## src/pkg/dgcc_pkg.sv

```systemverilog
// Purpose: Shared constants and types for the converter configuration bank
// Assumes: 16-bit registers, 8-bit register index from the serial decoder
// Notes: All registers reset to zero
package dgcc_pkg;
  // Register indices
  localparam logic [7:0] ADDR_CH2_LOWER = 8'h02;
  localparam logic [7:0] ADDR_CH2_GAIN = 8'h03;
  localparam logic [7:0] ADDR_CH0_GAIN = 8'h0f;
  localparam logic [7:0] ADDR_CH1_UPPER = 8'h13;
  localparam logic [7:0] ADDR_CH1_GAIN_CMP = 8'h15;
  localparam logic [7:0] ADDR_CH1_CMP_MODE = 8'h17;
  localparam logic [15:0] RESET_VALUE = 16'h0000;
  // Writable bit masks; everything else is don't-care and reads zero
  localparam logic [15:0] MASK_BOUND = 16'hfff0;
  localparam logic [15:0] MASK_GAIN = 16'h1c00;
  localparam logic [15:0] MASK_GAIN_CMP = 16'h1c1f;
  localparam logic [15:0] MASK_CMP_MODE = 16'h0c00;
  // Field positions
  localparam int BOUND_MSB = 15;
  localparam int BOUND_LSB = 6; // 10-bit code sits left-aligned; bits 5:4 carry no code
  localparam int GAIN_MSB = 12;
  localparam int GAIN_LSB = 10;
  localparam int MODE_MSB = 11;
  localparam int MODE_LSB = 10;
  localparam int BIT_CMP_EN = 0;
  localparam int BIT_CMP_INV = 1;
  localparam int BIT_CMP_HIZ_DIS = 2;
  localparam int BIT_CMP_PIN = 3;
  localparam int BIT_CMP_OD = 4;
  // Voltage channel reference and gain codes
  localparam logic [2:0] REF_GAIN_1X_SUPPLY = 3'h1;
  localparam logic [2:0] REF_GAIN_4X_INT = 3'h5;
  // Current channel range codes
  localparam logic [2:0] CUR_GAIN_2_3 = 3'h0;
  localparam logic [2:0] CUR_GAIN_1_2 = 3'h1;

  typedef enum logic [1:0] {
    CMP_PLAIN = 2'b00,
    CMP_HYST = 2'b01,
    CMP_WINDOW = 2'b10,
    CMP_INVALID = 2'b11
  } dgcc_mode_t;

  // One register access from the serial decoder
  typedef struct packed {
    logic wr;
    logic rd;
    logic [7:0] addr;
    logic [15:0] wdata;
  } dgcc_req_t;
endpackage : dgcc_pkg

```

## src/rtl/dgcc_regs.sv

```systemverilog
// Purpose: Configuration register bank with channel 1 comparator output logic
// Assumes: Requests come one per cycle from the serial decoder, in clock domain
// Notes: Analog comparisons arrive as synchronous levels; read data lags a cycle
// How it works
// Channel 2 lower bound: 10-bit code, bits 15:6
// Voltage gain field 001..101 valid, others invalid
// Current gain 000 is 2/3, 001 is 1/2
// Bit 0 enables comparator mode on channel 1
// Bit 1 inverts the comparator result
// Bit 3 routes result onto channel 1 pin
// Bit 4 open-drain, only with mode and pin
// Bit 2 gives feedback input finite impedance
// Mode field: plain, hysteresis, window, invalid
// Registers at 02h,03h,0Fh,15h,17h reset to zero
// Channel 1 upper bound at 13h, left-aligned
// Don't-care bits ignore writes, read zero
module dgcc_regs (
  // Clock and reset
  input wire logic clock,
  input wire logic reset_n,
  // Register access from the serial port
  input wire dgcc_pkg::dgcc_req_t req,
  output logic [15:0] rdata,
  output logic rvalid,
  // Analog comparator levels for channel 1
  input wire logic cmp_above_code,
  input wire logic cmp_above_upper,
  input wire logic cmp_above_lower,
  // Channel 1 lower bound code, held elsewhere
  input wire logic [9:0] ch1_lower_code,
  // Decoded configuration
  output logic [9:0] ch2_lower_code,
  output logic [9:0] ch1_upper_code,
  output logic [2:0] ch0_ref_gain,
  output logic ch0_gain_valid,
  output logic [2:0] ch1_ref_gain,
  output logic ch1_gain_valid,
  output logic [2:0] current_range_field,
  output logic current_range_valid,
  output logic cmp_mode_enable,
  output logic cmp_feedback_hiz_disable,
  output logic [1:0] cmp_threshold_mode,
  output logic cmp_mode_valid,
  // Comparator result and channel 1 pin
  output logic cmp_result,
  output logic ch1_output_pin_o,
  output logic ch1_output_pin_oe
);
  logic [15:0] ch2_lower_ff, ch2_gain_ff, ch0_gain_ff, ch1_upper_ff, ch1_cmp_ff, ch1_mode_ff;
  logic [15:0] nxt_ch2_lower, nxt_ch2_gain, nxt_ch0_gain, nxt_ch1_upper, nxt_ch1_cmp, nxt_ch1_mode;
  logic [15:0] rdata_ff, nxt_rdata;
  logic rvalid_ff, nxt_rvalid;
  logic hyst_ff, nxt_hyst;
  logic result_ff, nxt_result;
  logic pin_o_ff, nxt_pin_o;
  logic pin_oe_ff, nxt_pin_oe;
  logic raw;
  dgcc_pkg::dgcc_mode_t mode;

  // Register writes and reads; masking drops the don't-care bits
  always_comb begin
    nxt_ch2_lower = ch2_lower_ff;
    nxt_ch2_gain = ch2_gain_ff;
    nxt_ch0_gain = ch0_gain_ff;
    nxt_ch1_upper = ch1_upper_ff;
    nxt_ch1_cmp = ch1_cmp_ff;
    nxt_ch1_mode = ch1_mode_ff;
    nxt_rvalid = req.rd;
    nxt_rdata = rdata_ff;
    if (req.wr) begin
      case (req.addr)
        dgcc_pkg::ADDR_CH2_LOWER: nxt_ch2_lower = req.wdata & dgcc_pkg::MASK_BOUND;
        dgcc_pkg::ADDR_CH2_GAIN: nxt_ch2_gain = req.wdata & dgcc_pkg::MASK_GAIN;
        dgcc_pkg::ADDR_CH0_GAIN: nxt_ch0_gain = req.wdata & dgcc_pkg::MASK_GAIN;
        dgcc_pkg::ADDR_CH1_UPPER: nxt_ch1_upper = req.wdata & dgcc_pkg::MASK_BOUND;
        dgcc_pkg::ADDR_CH1_GAIN_CMP: nxt_ch1_cmp = req.wdata & dgcc_pkg::MASK_GAIN_CMP;
        dgcc_pkg::ADDR_CH1_CMP_MODE: nxt_ch1_mode = req.wdata & dgcc_pkg::MASK_CMP_MODE;
        default: ;
      endcase
    end
    // Reads see the value before a same-cycle write
    if (req.rd) begin
      case (req.addr)
        dgcc_pkg::ADDR_CH2_LOWER: nxt_rdata = ch2_lower_ff;
        dgcc_pkg::ADDR_CH2_GAIN: nxt_rdata = ch2_gain_ff;
        dgcc_pkg::ADDR_CH0_GAIN: nxt_rdata = ch0_gain_ff;
        dgcc_pkg::ADDR_CH1_UPPER: nxt_rdata = ch1_upper_ff;
        dgcc_pkg::ADDR_CH1_GAIN_CMP: nxt_rdata = ch1_cmp_ff;
        dgcc_pkg::ADDR_CH1_CMP_MODE: nxt_rdata = ch1_mode_ff;
        default: nxt_rdata = 16'h0000; // Unmapped reads as zero
      endcase
    end
  end

  always_ff @(posedge clock or negedge reset_n) begin
    if (!reset_n) begin
      ch2_lower_ff <= dgcc_pkg::RESET_VALUE;
      ch2_gain_ff <= dgcc_pkg::RESET_VALUE;
      ch0_gain_ff <= dgcc_pkg::RESET_VALUE;
      ch1_upper_ff <= dgcc_pkg::RESET_VALUE;
      ch1_cmp_ff <= dgcc_pkg::RESET_VALUE;
      ch1_mode_ff <= dgcc_pkg::RESET_VALUE;
      rdata_ff <= 16'h0000;
      rvalid_ff <= 1'b0;
    end else begin
      ch2_lower_ff <= nxt_ch2_lower;
      ch2_gain_ff <= nxt_ch2_gain;
      ch0_gain_ff <= nxt_ch0_gain;
      ch1_upper_ff <= nxt_ch1_upper;
      ch1_cmp_ff <= nxt_ch1_cmp;
      ch1_mode_ff <= nxt_ch1_mode;
      rdata_ff <= nxt_rdata;
      rvalid_ff <= nxt_rvalid;
    end
  end

  // Field decode straight off the register flops
  assign ch2_lower_code = ch2_lower_ff[dgcc_pkg::BOUND_MSB:dgcc_pkg::BOUND_LSB];
  assign ch1_upper_code = ch1_upper_ff[dgcc_pkg::BOUND_MSB:dgcc_pkg::BOUND_LSB];
  assign ch0_ref_gain = ch0_gain_ff[dgcc_pkg::GAIN_MSB:dgcc_pkg::GAIN_LSB];
  assign ch1_ref_gain = ch1_cmp_ff[dgcc_pkg::GAIN_MSB:dgcc_pkg::GAIN_LSB];
  assign current_range_field = ch2_gain_ff[dgcc_pkg::GAIN_MSB:dgcc_pkg::GAIN_LSB];
  assign ch0_gain_valid = (ch0_ref_gain >= dgcc_pkg::REF_GAIN_1X_SUPPLY) &&
                          (ch0_ref_gain <= dgcc_pkg::REF_GAIN_4X_INT);
  assign ch1_gain_valid = (ch1_ref_gain >= dgcc_pkg::REF_GAIN_1X_SUPPLY) &&
                          (ch1_ref_gain <= dgcc_pkg::REF_GAIN_4X_INT);
  assign current_range_valid = (current_range_field == dgcc_pkg::CUR_GAIN_2_3) ||
                               (current_range_field == dgcc_pkg::CUR_GAIN_1_2);
  assign cmp_mode_enable = ch1_cmp_ff[dgcc_pkg::BIT_CMP_EN];
  assign cmp_feedback_hiz_disable = ch1_cmp_ff[dgcc_pkg::BIT_CMP_HIZ_DIS];
  assign cmp_threshold_mode = ch1_mode_ff[dgcc_pkg::MODE_MSB:dgcc_pkg::MODE_LSB];
  assign cmp_mode_valid = (cmp_threshold_mode != dgcc_pkg::CMP_INVALID);
  assign mode = dgcc_pkg::dgcc_mode_t'(cmp_threshold_mode);
  assign rdata = rdata_ff;
  assign rvalid = rvalid_ff;

  // Comparator: threshold mode, inversion, pin drive. Invalid mode holds raw low
  // so a bad setting never toggles the pin unexpectedly.
  always_comb begin
    nxt_hyst = hyst_ff;
    raw = 1'b0;
    case (mode)
      dgcc_pkg::CMP_PLAIN: raw = cmp_above_code;
      dgcc_pkg::CMP_HYST: begin
        if (cmp_above_upper) begin
          nxt_hyst = 1'b1;
        end else if (!cmp_above_lower) begin
          nxt_hyst = 1'b0;
        end
        raw = nxt_hyst;
      end
      dgcc_pkg::CMP_WINDOW: raw = cmp_above_lower && !cmp_above_upper;
      default: raw = 1'b0;
    endcase
    if (!cmp_mode_enable) begin
      nxt_hyst = 1'b0;
    end
    nxt_result = cmp_mode_enable && (raw ^ ch1_cmp_ff[dgcc_pkg::BIT_CMP_INV]);
    nxt_pin_o = 1'b0;
    nxt_pin_oe = 1'b0;
    if (cmp_mode_enable && ch1_cmp_ff[dgcc_pkg::BIT_CMP_PIN]) begin
      if (ch1_cmp_ff[dgcc_pkg::BIT_CMP_OD]) begin
        nxt_pin_oe = !nxt_result;
      end else begin
        nxt_pin_o = nxt_result;
        nxt_pin_oe = 1'b1;
      end
    end
  end

  always_ff @(posedge clock or negedge reset_n) begin
    if (!reset_n) begin
      hyst_ff <= 1'b0;
      result_ff <= 1'b0;
      pin_o_ff <= 1'b0;
      pin_oe_ff <= 1'b0;
    end else begin
      hyst_ff <= nxt_hyst;
      result_ff <= nxt_result;
      pin_o_ff <= nxt_pin_o;
      pin_oe_ff <= nxt_pin_oe;
    end
  end

  assign cmp_result = result_ff;
  assign ch1_output_pin_o = pin_o_ff;
  assign ch1_output_pin_oe = pin_oe_ff;

  a_lower_low_zero: assert property (@(posedge clock) disable iff (!reset_n)
    ch2_lower_ff[3:0] == 4'h0) else $error("lower bound low bits not zero");
  a_gain_valid_dec: assert property (@(posedge clock) disable iff (!reset_n)
    ch0_gain_valid == (ch0_ref_gain inside {3'h1, 3'h2, 3'h3, 3'h4, 3'h5})) else $error("ch0 gain decode wrong");
  a_current_range_dec: assert property (@(posedge clock) disable iff (!reset_n)
    current_range_valid == (current_range_field[2:1] == 2'b00)) else $error("current range decode wrong");
  a_disabled_quiet: assert property (@(posedge clock) disable iff (!reset_n)
    $past(!cmp_mode_enable) |-> !cmp_result && !ch1_output_pin_oe) else $error("comparator active while off");
  a_plain_invert: assert property (@(posedge clock) disable iff (!reset_n)
    cmp_mode_enable && mode == dgcc_pkg::CMP_PLAIN |=>
    cmp_result == ($past(cmp_above_code) ^ $past(ch1_cmp_ff[1]))) else $error("plain result or inversion wrong");
  a_pin_internal: assert property (@(posedge clock) disable iff (!reset_n)
    !ch1_cmp_ff[3] |=> !ch1_output_pin_oe) else $error("pin driven while internal only");
  // Push-pull drive must follow the registered result on both levels
  a_pin_push_pull: assert property (@(posedge clock) disable iff (!reset_n)
    cmp_mode_enable && ch1_cmp_ff[dgcc_pkg::BIT_CMP_PIN] && !ch1_cmp_ff[dgcc_pkg::BIT_CMP_OD] |=>
    ch1_output_pin_oe && (ch1_output_pin_o == cmp_result)) else $error("push-pull drive wrong");
  a_open_drain: assert property (@(posedge clock) disable iff (!reset_n)
    ch1_cmp_ff[4] |=> !ch1_output_pin_o && (ch1_output_pin_oe == ($past(cmp_mode_enable && ch1_cmp_ff[3]) && !cmp_result)))
    else $error("open-drain drive wrong");
  a_window_mode: assert property (@(posedge clock) disable iff (!reset_n)
    cmp_mode_enable && mode == dgcc_pkg::CMP_WINDOW && !ch1_cmp_ff[1] |=>
    cmp_result == ($past(cmp_above_lower) && !$past(cmp_above_upper))) else $error("window result wrong");
  a_write_readback: assert property (@(posedge clock) disable iff (!reset_n)
    req.wr && !req.rd && req.addr == dgcc_pkg::ADDR_CH1_UPPER ##1 req.rd && !req.wr && req.addr == dgcc_pkg::ADDR_CH1_UPPER
    |=> rvalid && rdata == ($past(req.wdata, 2) & 16'hfff0)) else $error("upper bound readback wrong");
  // Mask chosen by the index that was read, since the six registers keep four different bit sets
  a_dont_care_zero: assert property (@(posedge clock) disable iff (!reset_n)
    rvalid |-> (rdata & ~(
      ($past(req.addr) == dgcc_pkg::ADDR_CH2_LOWER || $past(req.addr) == dgcc_pkg::ADDR_CH1_UPPER) ?
        dgcc_pkg::MASK_BOUND :
      ($past(req.addr) == dgcc_pkg::ADDR_CH2_GAIN || $past(req.addr) == dgcc_pkg::ADDR_CH0_GAIN) ?
        dgcc_pkg::MASK_GAIN :
      ($past(req.addr) == dgcc_pkg::ADDR_CH1_GAIN_CMP) ? dgcc_pkg::MASK_GAIN_CMP :
      ($past(req.addr) == dgcc_pkg::ADDR_CH1_CMP_MODE) ? dgcc_pkg::MASK_CMP_MODE : 16'h0000)) == 16'h0000)
    else $error("don't-care bits read nonzero");
endmodule // dgcc_regs

```

## config.mk

```make
export PLATFORM = sky130hd
export DESIGN_NAME = dgcc_regs
export DESIGN_NICKNAME = d
export VERILOG_FILES = /design/src/pkg/dgcc_pkg.sv /design/src/rtl/dgcc_regs.sv
export SDC_FILE = /design/constraint.sdc
export NUM_CORES = 1
export LEC_CHECK = 0
export BUFFER_PORTS_ARGS = -buffer_cell sky130_fd_sc_hd__buf_2
export CAP_MARGIN = 20
export CELL_PAD_IN_SITES_DETAIL_PLACEMENT = 1
export CELL_PAD_IN_SITES_GLOBAL_PLACEMENT = 1
export CORE_MARGIN = 2
export CORE_UTILIZATION = 38
export DETAILED_ROUTE_END_ITERATION = 8
export PLACE_DENSITY_LB_ADDON = 0.1
export SYNTH_ARGS = -nofsm -noshare
export SYNTH_HDL_FRONTEND = slang
export SYNTH_SLANG_ARGS = --single-unit
```

## constraint.sdc

```tcl
create_clock -name clock -period 1.4 [get_ports clock]
set_input_delay 0.42 -clock clock [delete_from_list [all_inputs] [get_ports clock]]
set_output_delay 0.42 -clock clock [all_outputs]
set_load 0.02 [all_outputs]
```

# Yosys cells after proc, flatten, opt, wreduce, memory -nomap -nowiden
# Cells that the tools add are included.
[totals]
inputBits = 41
reg_bits = 61
out_inout_bits = 57
word_cells = 54
[classes]
n_mux = 10
n_bitwise = 1
reduce_logical = 16
order_cmp = 4
n_eq_ne = 11
[op_table]
columns = ["cell", "count"]
rows = [
  ["case mux 16 bit (6 select lines)", 1],
  ["equality test 8 x 5 -> 1 bit, second input constant", 3],
  ["equality test 8 x 2 -> 1 bit, second input constant", 2],
  ["AND reduction 2 bit", 6],
  ["equality test 8 x 4 -> 1 bit, second input constant", 1],
  ["two-way mux 1 bit", 8],
  [">= comparator 3 x 1 -> 1 bit, second input constant", 2],
  ["less-or-equal comparator 3 bit, second input constant", 2],
  ["logical AND 1 bit", 5],
  ["equality test 3 x 1 -> 1 bit, second input constant", 1],
  ["zero test 3 bit", 1],
  ["case mux 1 bit (3 select lines)", 1],
  ["equality test 2 x 1 -> 1 bit, second input constant", 1],
  ["equality test 2 bit, second input constant", 1],
  ["zero test 1 bit", 2],
  ["zero test 2 bit", 1],
  ["inequality test 2 x 1 -> 1 bit, second input constant", 1],
  ["inequality test 2 bit, second input constant", 1],
  ["logical OR 1 bit", 1],
  ["bitwise XOR 1 bit", 1],
]

# Logic depth before layout (Yosys ltp)
# Gate-level depths: netlist of the first run.
[depth]
depth_word = 8
depth_mapped = 6
mapped_depth_nobuf = 5

# Worst setup path before layout of the first run
# Ideal clock, no wire load.
[synth_timing]
path_type = "input-to-reg"
startpoint = "input req[20] (netlist bit)"
endpoint = "register ch2_lower_ff[10]"
required_time_ns = 1.275
setup_ns = 0.125
setup_slack_ns = -0.492
n_path_buf = 2
arrival_ns = 1.767
path_stages = 5
cell_sequence = "buf_4 or4b_4 nor3_2 buf_6 mux2_2"
[synth_between]
elab_chain_len = 2
[synth_lines]
columns = ["element", "line_no", "text"]
rows = [
  ["start, declared", "dgcc_regs.sv:22", "input wire dgcc_pkg::dgcc_req_t req,"],
  ["equality test 8 x 2 -> 1 bit", "dgcc_regs.sv:71", "case (req.addr)"],
  ["AND reduction 2 bit (no source line)", "--", ""],
  ["end signal, assigned", "dgcc_regs.sv:97", "ch2_lower_ff <= dgcc_pkg::RESET_VALUE;"],
  ["end signal, assigned", "dgcc_regs.sv:106", "ch2_lower_ff <= nxt_ch2_lower;"],
  ["end, declared", "dgcc_regs.sv:49", "logic [15:0] ch2_lower_ff, ch2_gain_ff, ch0_gain_ff, ch1_upper_ff, ch1_cmp_ff, ch1_mode_ff;"],
]
# No other way between the ends.
# A chain may end at the register's enable or synchronous reset.

# Worst setup path in the final report of the first run
[layout_timing]
startpoint = "register ch1_cmp_ff[11]"
endpoint = "output ch1_ref_gain[1]"
[layout_lines]
columns = ["element", "line_no", "text"]
rows = [
  ["start, declared", "dgcc_regs.sv:49", ""],
  ["start signal, assigned", "dgcc_regs.sv:101", "ch1_cmp_ff <= dgcc_pkg::RESET_VALUE;"],
  ["start signal, assigned", "dgcc_regs.sv:110", "ch1_cmp_ff <= nxt_ch1_cmp;"],
  ["end, declared", "dgcc_regs.sv:36", "output logic [2:0] ch1_ref_gain,"],
]
# No word-level cell between the ends.

==> results of run 1 <==
-- Yosys cell counts (all sizes together) (4+ instances only) --
library cell / count / share of area [%]
a21oi: 6 / 1.1
a221oi: 9 / 2.8
a22o: 8 / 2.5
buf: 28 / 7.6
clkbuf: 4 / 0.57
dfrtp: 61 / 54
mux2: 39 / 15
nand2: 11 / 1.4
nor2: 26 / 3.4
nor3: 7 / 2.2
nor3b: 4 / 1.2
-- logic make-up (layout without fill, tap and decap cells) --
kind of cell / count (synthesis) / count (layout) / synth area share (%)
flops: 61 / 61 / 53.6
simple gates: 61 / 61 / 11.6
mux: 42 / 42 / 16.5
compound gates: 36 / 36 / 9.70
buf+inv: 34 / 161 / 8.38
xor+xnor: 1 / 1 / 0.307
-- state kept, by name, summed over array words and instances (netlist names) --
register and count:
ch1_upper_ff 12, rvalid 1, ch0_gain_ff 3, ch1_mode_ff 2
cmp_result 1, ch1_output_pin_o 1, ch2_gain_ff 3, rdata 16
ch2_lower_ff 12, ch1_cmp_ff 8, ch1_output_pin_oe 1, hyst_ff 1
-- cells in the final DEF (no fill, tap or decap), types with 2 or more instances in the layout --
master and n:
dfrtp_2 7, a21oi_1 4, a221oi_2 9, nand2_4 2
clkinv_2 3, mux2_4 24, dfrtp_1 54, buf_8 2
buf_2 70, nor3_4 5, nand2_1 8, nor3b_2 3
a31oi_1 2, a21oi_2 2, nor3_2 2, buf_4 43
mux2_2 15, buf_6 24, buf_12 4, clkbuf_8 11
and2_1 2, nor2_1 24, a22o_1 8, mux2i_1 3
a32oi_1 2
-- stage by stage --
step                      hold WS, ns  utilization (%)  worst slack, ns  setup TNS, ns  cell area (um2)
after global routing            0.109             58.5           -0.238          -4.94             4250
after global placement          0.460             49.6           -0.490         -21.59             3600
after floorplan                 0.124                -           -0.427         -12.63             3010
after CTS                       0.102             55.8           -0.178          -3.04             4050
after detailed placement        0.457             49.6           -0.512         -21.88             3600
final                          0.0824             58.5           -0.182          -3.51             4250
-- final cells by class --
class,instances,area (um2),share of cell area (%)
inverter,2,7.51,0.177
sequential,61,1540,36.2
timing repair buffer,143,1050,24.8
multi-input combinational,140,1350,31.7
tap,99,124,2.92
clock inverter,4,22.5,0.531
clock buffer,12,155,3.65
-- routing by layer --
metal | GRT usage [%] | vias up
met5 | 0 | -
met4 | 5.00 | 0
met3 | 4.92 | 8
met2 | 33.0 | 55
met1 | 27.4 | 1171
li1 | - | 1077
-- what timing repair did --
| action | in CTS | in global routing |
|---|---|---|
| gates resized for setup | 49 | 31 |
| pin swaps | 19 | 11 |
| endpoints found under the hold margin | 0 | 0 |
| buffers inserted | 13 | 13 |
| endpoints found under the setup margin | 47 | 71 |
-- report_power, final --
group          total (mW)  switching [mW]  internal [mW]
Clock                1.43           0.704          0.731
Combinational       0.652           0.340          0.311
Sequential           1.91          0.0696           1.84
-- how the worst min path moves through the flow --
stage,to,slack (ns),cells after the start
2_1_floorplan,ch0_gain_ff[10],0.12,0
3_3_place_gp,cmp_result,0.46,2
3_5_place_dp,cmp_result,0.46,2
4_1_cts,rdata[9],0.10,2
5_1_grt,cmp_result,0.11,2
6_report,cmp_result,0.08,2
==> results_dict.tcl, run 1 <==
set metrics [dict create \
    status "finished with violations" \
    violations "setup timing" \
    cts_buffer_depth 2 \
    syn-num-nets 276 \
    via_count 2311 \
    synth-main-ff-cell "dfrtp_1" \
    dp.cells 421 \
    tightestPinTransition_ns 0.338 \
    first_pass_iters 4 \
    cp-start-kind "register" \
    async_flop_share_pct 100 \
    setup_ws_ns -0.182 \
    drt-total-wl_mm 8.35 \
    grt_max_degree 62 \
    cp_num_cells 3 \
    rows 31 \
    max-vdd-ir-drop_mv 0.572 \
    die-width_um 90.6 \
    netlist_instances 235 \
    critical_path_class "reg -> out" \
    r2r_end "rdata[12]" \
    endpoint "ch1_ref_gain[1]" \
    drt_iter0_drc 75 \
    wl_met3_um 338 \
    cts_tree "built" \
    critPathMaxStageDelay_ns 0.44 \
    clk_latency_ns 0.33 \
    coreArea_um2 7250 \
    wl_met2_mm 4.17 \
    fmax_ghz 0.632 \
    io_pins 98 \
    total_power_mw 4.00 \
    crit_chain "buf_4, buf_6, buf_6" \
    reg2reg_depth 6 \
    max_cap_viol_count 0 \
    cts_sinks 61 \
    p_leak_nw 2.18 \
    maxSlewHeadroom_pct 77.4 \
    cts_made_buffers 9 \
    portBuffers 87 \
    post_layout_nonfiller_instances 461 \
    top_layer "met4" \
    finalClockSkew_ns 0.00462 \
    ctsHoldBuffers 0 \
    worstPathMaxFanout 3 \
    die_h_um 90.6 \
    cp-startpoint "ch1_cmp_ff[11]" \
    place.gp.congestion 0.705 \
    rrSetupSlack_ns -0.04 \
    wl_per_cell_um 18.1 \
    endpoint_kind "primary output" \
    areaGrowthSynthToFinish_pct 48.9 \
    hpwl_mm 5.39 \
    cpMaxStageDelayCell "dfrtp_2" \
    rsz0062_at_grt "true" \
    synth_area_um2 2850 \
    r2r-start "ch0_gain_ff[12]" \
    path_buf_inv 3 \
    ys_seq_area_share_pct 53.6 \
    synth_area_per_cell_um2 12.1 \
    synth_edf_count 0 \
    setup_viol_count_final 39 \
    wl_met1_mm 3.77 \
    n_antenna_cell 0 \
    crit_top_cell "buf_6" \
    grt_usage_pct 20.3 \
    drv_slew 0 \
    critPathTopFamily "flip-flops" \
    cp_data_arrival_time_ns 1.16 \
    path_clk_slew_ns 0.07 \
    synth.distinct_cells 41 \
    initial_core_util_pct 39.3 \
    antenna_found_initial 0 \
    cp.required_ns 0.98 \
    finalCritPeriodShare_pct 113 \
    hold_class "in -> async" \
    yosys_warnings 0 \
    grt_overflow_total 0 \
    vias_per_cell 5.01 \
    fillers 763 \
    drc 0 \
    drtAntennaViolNets 0 \
    htreeDepth 3 \
    grt_pass1_wl_mm 13.0 \
    nNetsFinal 398 \
    grt_pass1_vias 2387 \
    root_buffer "clkbuf_8" \
    drive_above_1_share_pct 65.5 \
    synth-seq-cells 61 \
    hold_viol_final 0 \
    finalCriticalPeriod_ns 1.58 \
    die_area_um2 8210 \
    power.density_nw_per_um2 941 \
]
(Power assumes the default switching activity.)
==> run 2, diff against run 1 <==
--- a/config.mk
+++ b/config.mk
@@ -13,6 +13,7 @@
 export CORE_UTILIZATION = 38
 export DETAILED_ROUTE_END_ITERATION = 8
 export PLACE_DENSITY_LB_ADDON = 0.1
+export SKIP_LAST_GASP = 1
 export SYNTH_ARGS = -nofsm -noshare
 export SYNTH_HDL_FRONTEND = slang
 export SYNTH_SLANG_ARGS = --single-unit
==> results_dict.tcl, run 2 (synthesis results as in run 1) <==
set metrics [dict create \
    status "finished with violations" \
    violations "setup timing" \
    drt-total-wl_mm 8.19 \
    path_clk_slew_ns 0.07 \
    coreArea_um2 7250 \
    io_pins 98 \
    grt_usage_pct 20.0 \
    endpoint_kind "primary output" \
    hpwl_mm 5.39 \
    drc 0 \
    pre_cts_ws_ns -0.512 \
    cp-start-kind "register" \
    finalClockSkew_ns 0.00717 \
    drtAntennaViolNets 0 \
    place.gp.congestion 0.705 \
    cp_data_arrival_time_ns 1.21 \
    crit_chain "nor3_4, a21oi_2, buf_4" \
    ctsHoldBuffers 0 \
    cts_made_buffers 9 \
    grt_pass1_vias 2383 \
    antenna_found_initial 0 \
    finalCritPeriodShare_pct 116 \
    die_area_um2 8210 \
    root_buffer "clkbuf_8" \
    holdWs_ns 0.0924 \
    drt_iter0_drc 78 \
    r2r-start "ch1_cmp_ff[10]" \
    final_common_cell "buf_2" \
    n_antenna_cell 0 \
    htreeDepth 3 \
    initial_core_util_pct 39.3 \
    fillers 777 \
    r2r_end "rdata[10]" \
    die-width_um 90.6 \
    max-vdd-ir-drop_mv 0.562 \
    die_h_um 90.6 \
    fmax_ghz 0.613 \
    reg2reg_depth 6 \
    grt_max_degree 62 \
    rows 31 \
    portBuffers 87 \
    drive_above_1_share_pct 65.2 \
    most-common-layout-cells "70 x buf_2, 54 x dfrtp_1, 42 x buf_4" \
    clk_latency_ns 0.33 \
    rrSetupSlack_ns -0.12 \
    wl_per_cell_um 17.9 \
    cp.required_ns 0.98 \
    worstPathMaxFanout 3 \
    hold_class "in -> async" \
    setup_viol_count_final 42 \
    rsz0062_at_grt "true" \
    critPathTopFamily "flip-flops" \
    largest_register_ffs 16 \
    tightestPinTransition_ns 0.330 \
    grt_overflow_total 0 \
    areaGrowthSynthToFinish_pct 46.3 \
    finalCriticalPeriod_ns 1.63 \
    path_buf_inv 1 \
    via_count 2266 \
    max_cap_viol_count 0 \
    nNetsFinal 395 \
    critical_path_class "reg -> out" \
    vias_per_cell 4.95 \
    maxSlewHeadroom_pct 78.0 \
    total_power_mw 3.97 \
    cpMaxStageDelayCell "dfrtp_2" \
    critPathMaxStageDelay_ns 0.45 \
    hold_viol_final 0 \
    first_pass_iters 4 \
    grt_pass1_wl_mm 12.8 \
    cts_sinks 61 \
    cp-startpoint "ch1_cmp_ff[11]" \
    drv_slew 0 \
    power.density_nw_per_um2 951 \
    tns_ns -3.83 \
    setup_ws_ns -0.230 \
    p_leak_nw 2.15 \
    cts_tree "built" \
    cts_buffer_depth 2 \
]
-- run 2: per-stage QoR --
| step | cell area [um2] | utilization, % | cells |
|---|---|---|---|
| 2_1_floorplan | 3010 | - | 235 |
| 3_3_place_gp | 3600 | 49.6 | 421 |
| 3_5_place_dp | 3600 | 49.6 | 421 |
| 4_1_cts | 3990 | 55.0 | 450 |
| 5_1_grt | 4170 | 57.5 | 458 |
| 6_report | 4170 | 57.5 | 458 |
-- run 2: worst max path at each step --
stage	end	slack (ns)	cells past startpoint
floorplan	ch2_lower_ff[10]	-0.43	5
global placement	ch2_lower_ff[5]	-0.49	5
detailed placement	ch2_lower_ff[13]	-0.51	5
CTS	ch1_gain_valid	-0.18	4
global route	ch1_gain_valid	-0.29	4
finish	ch1_gain_valid	-0.23	3
-- run 2: layout make-up --
type	instances	area [um2]	area share, %
clock buffers	12	155	3.72
clock inverters	4	22.5	0.540
inverters	2	7.51	0.180
multi-input cells	140	1300	31.2
flip-flops and latches	61	1540	36.8
well taps	99	124	2.97
repair buffers	140	1020	24.5
-- run 2: timing repair --
action | in CTS | in global routing
setup endpoints to repair | 47 | 70
pin swaps | 19 | 9
setup buffers | 13 | 9
resized for setup | 32 | 34
-- run 2: power breakdown --
part	internal, mW	switching, mW	leakage, nW
clock network	0.731	0.697	0.0921
registers	1.84	0.0700	0.814
logic	0.294	0.335	1.24
total	2.86	1.10	2.15
-- run 2: per-layer routing --
metal  up-vias  global-route usage [%]  part of all wire [%]
li1       1068                       -                     -
met1      1131                    26.3                    44
met2        58                    33.3                    51
met3         9                    4.92                   4.0
met4         0                    5.00                   1.2
met5         -                       0                     0
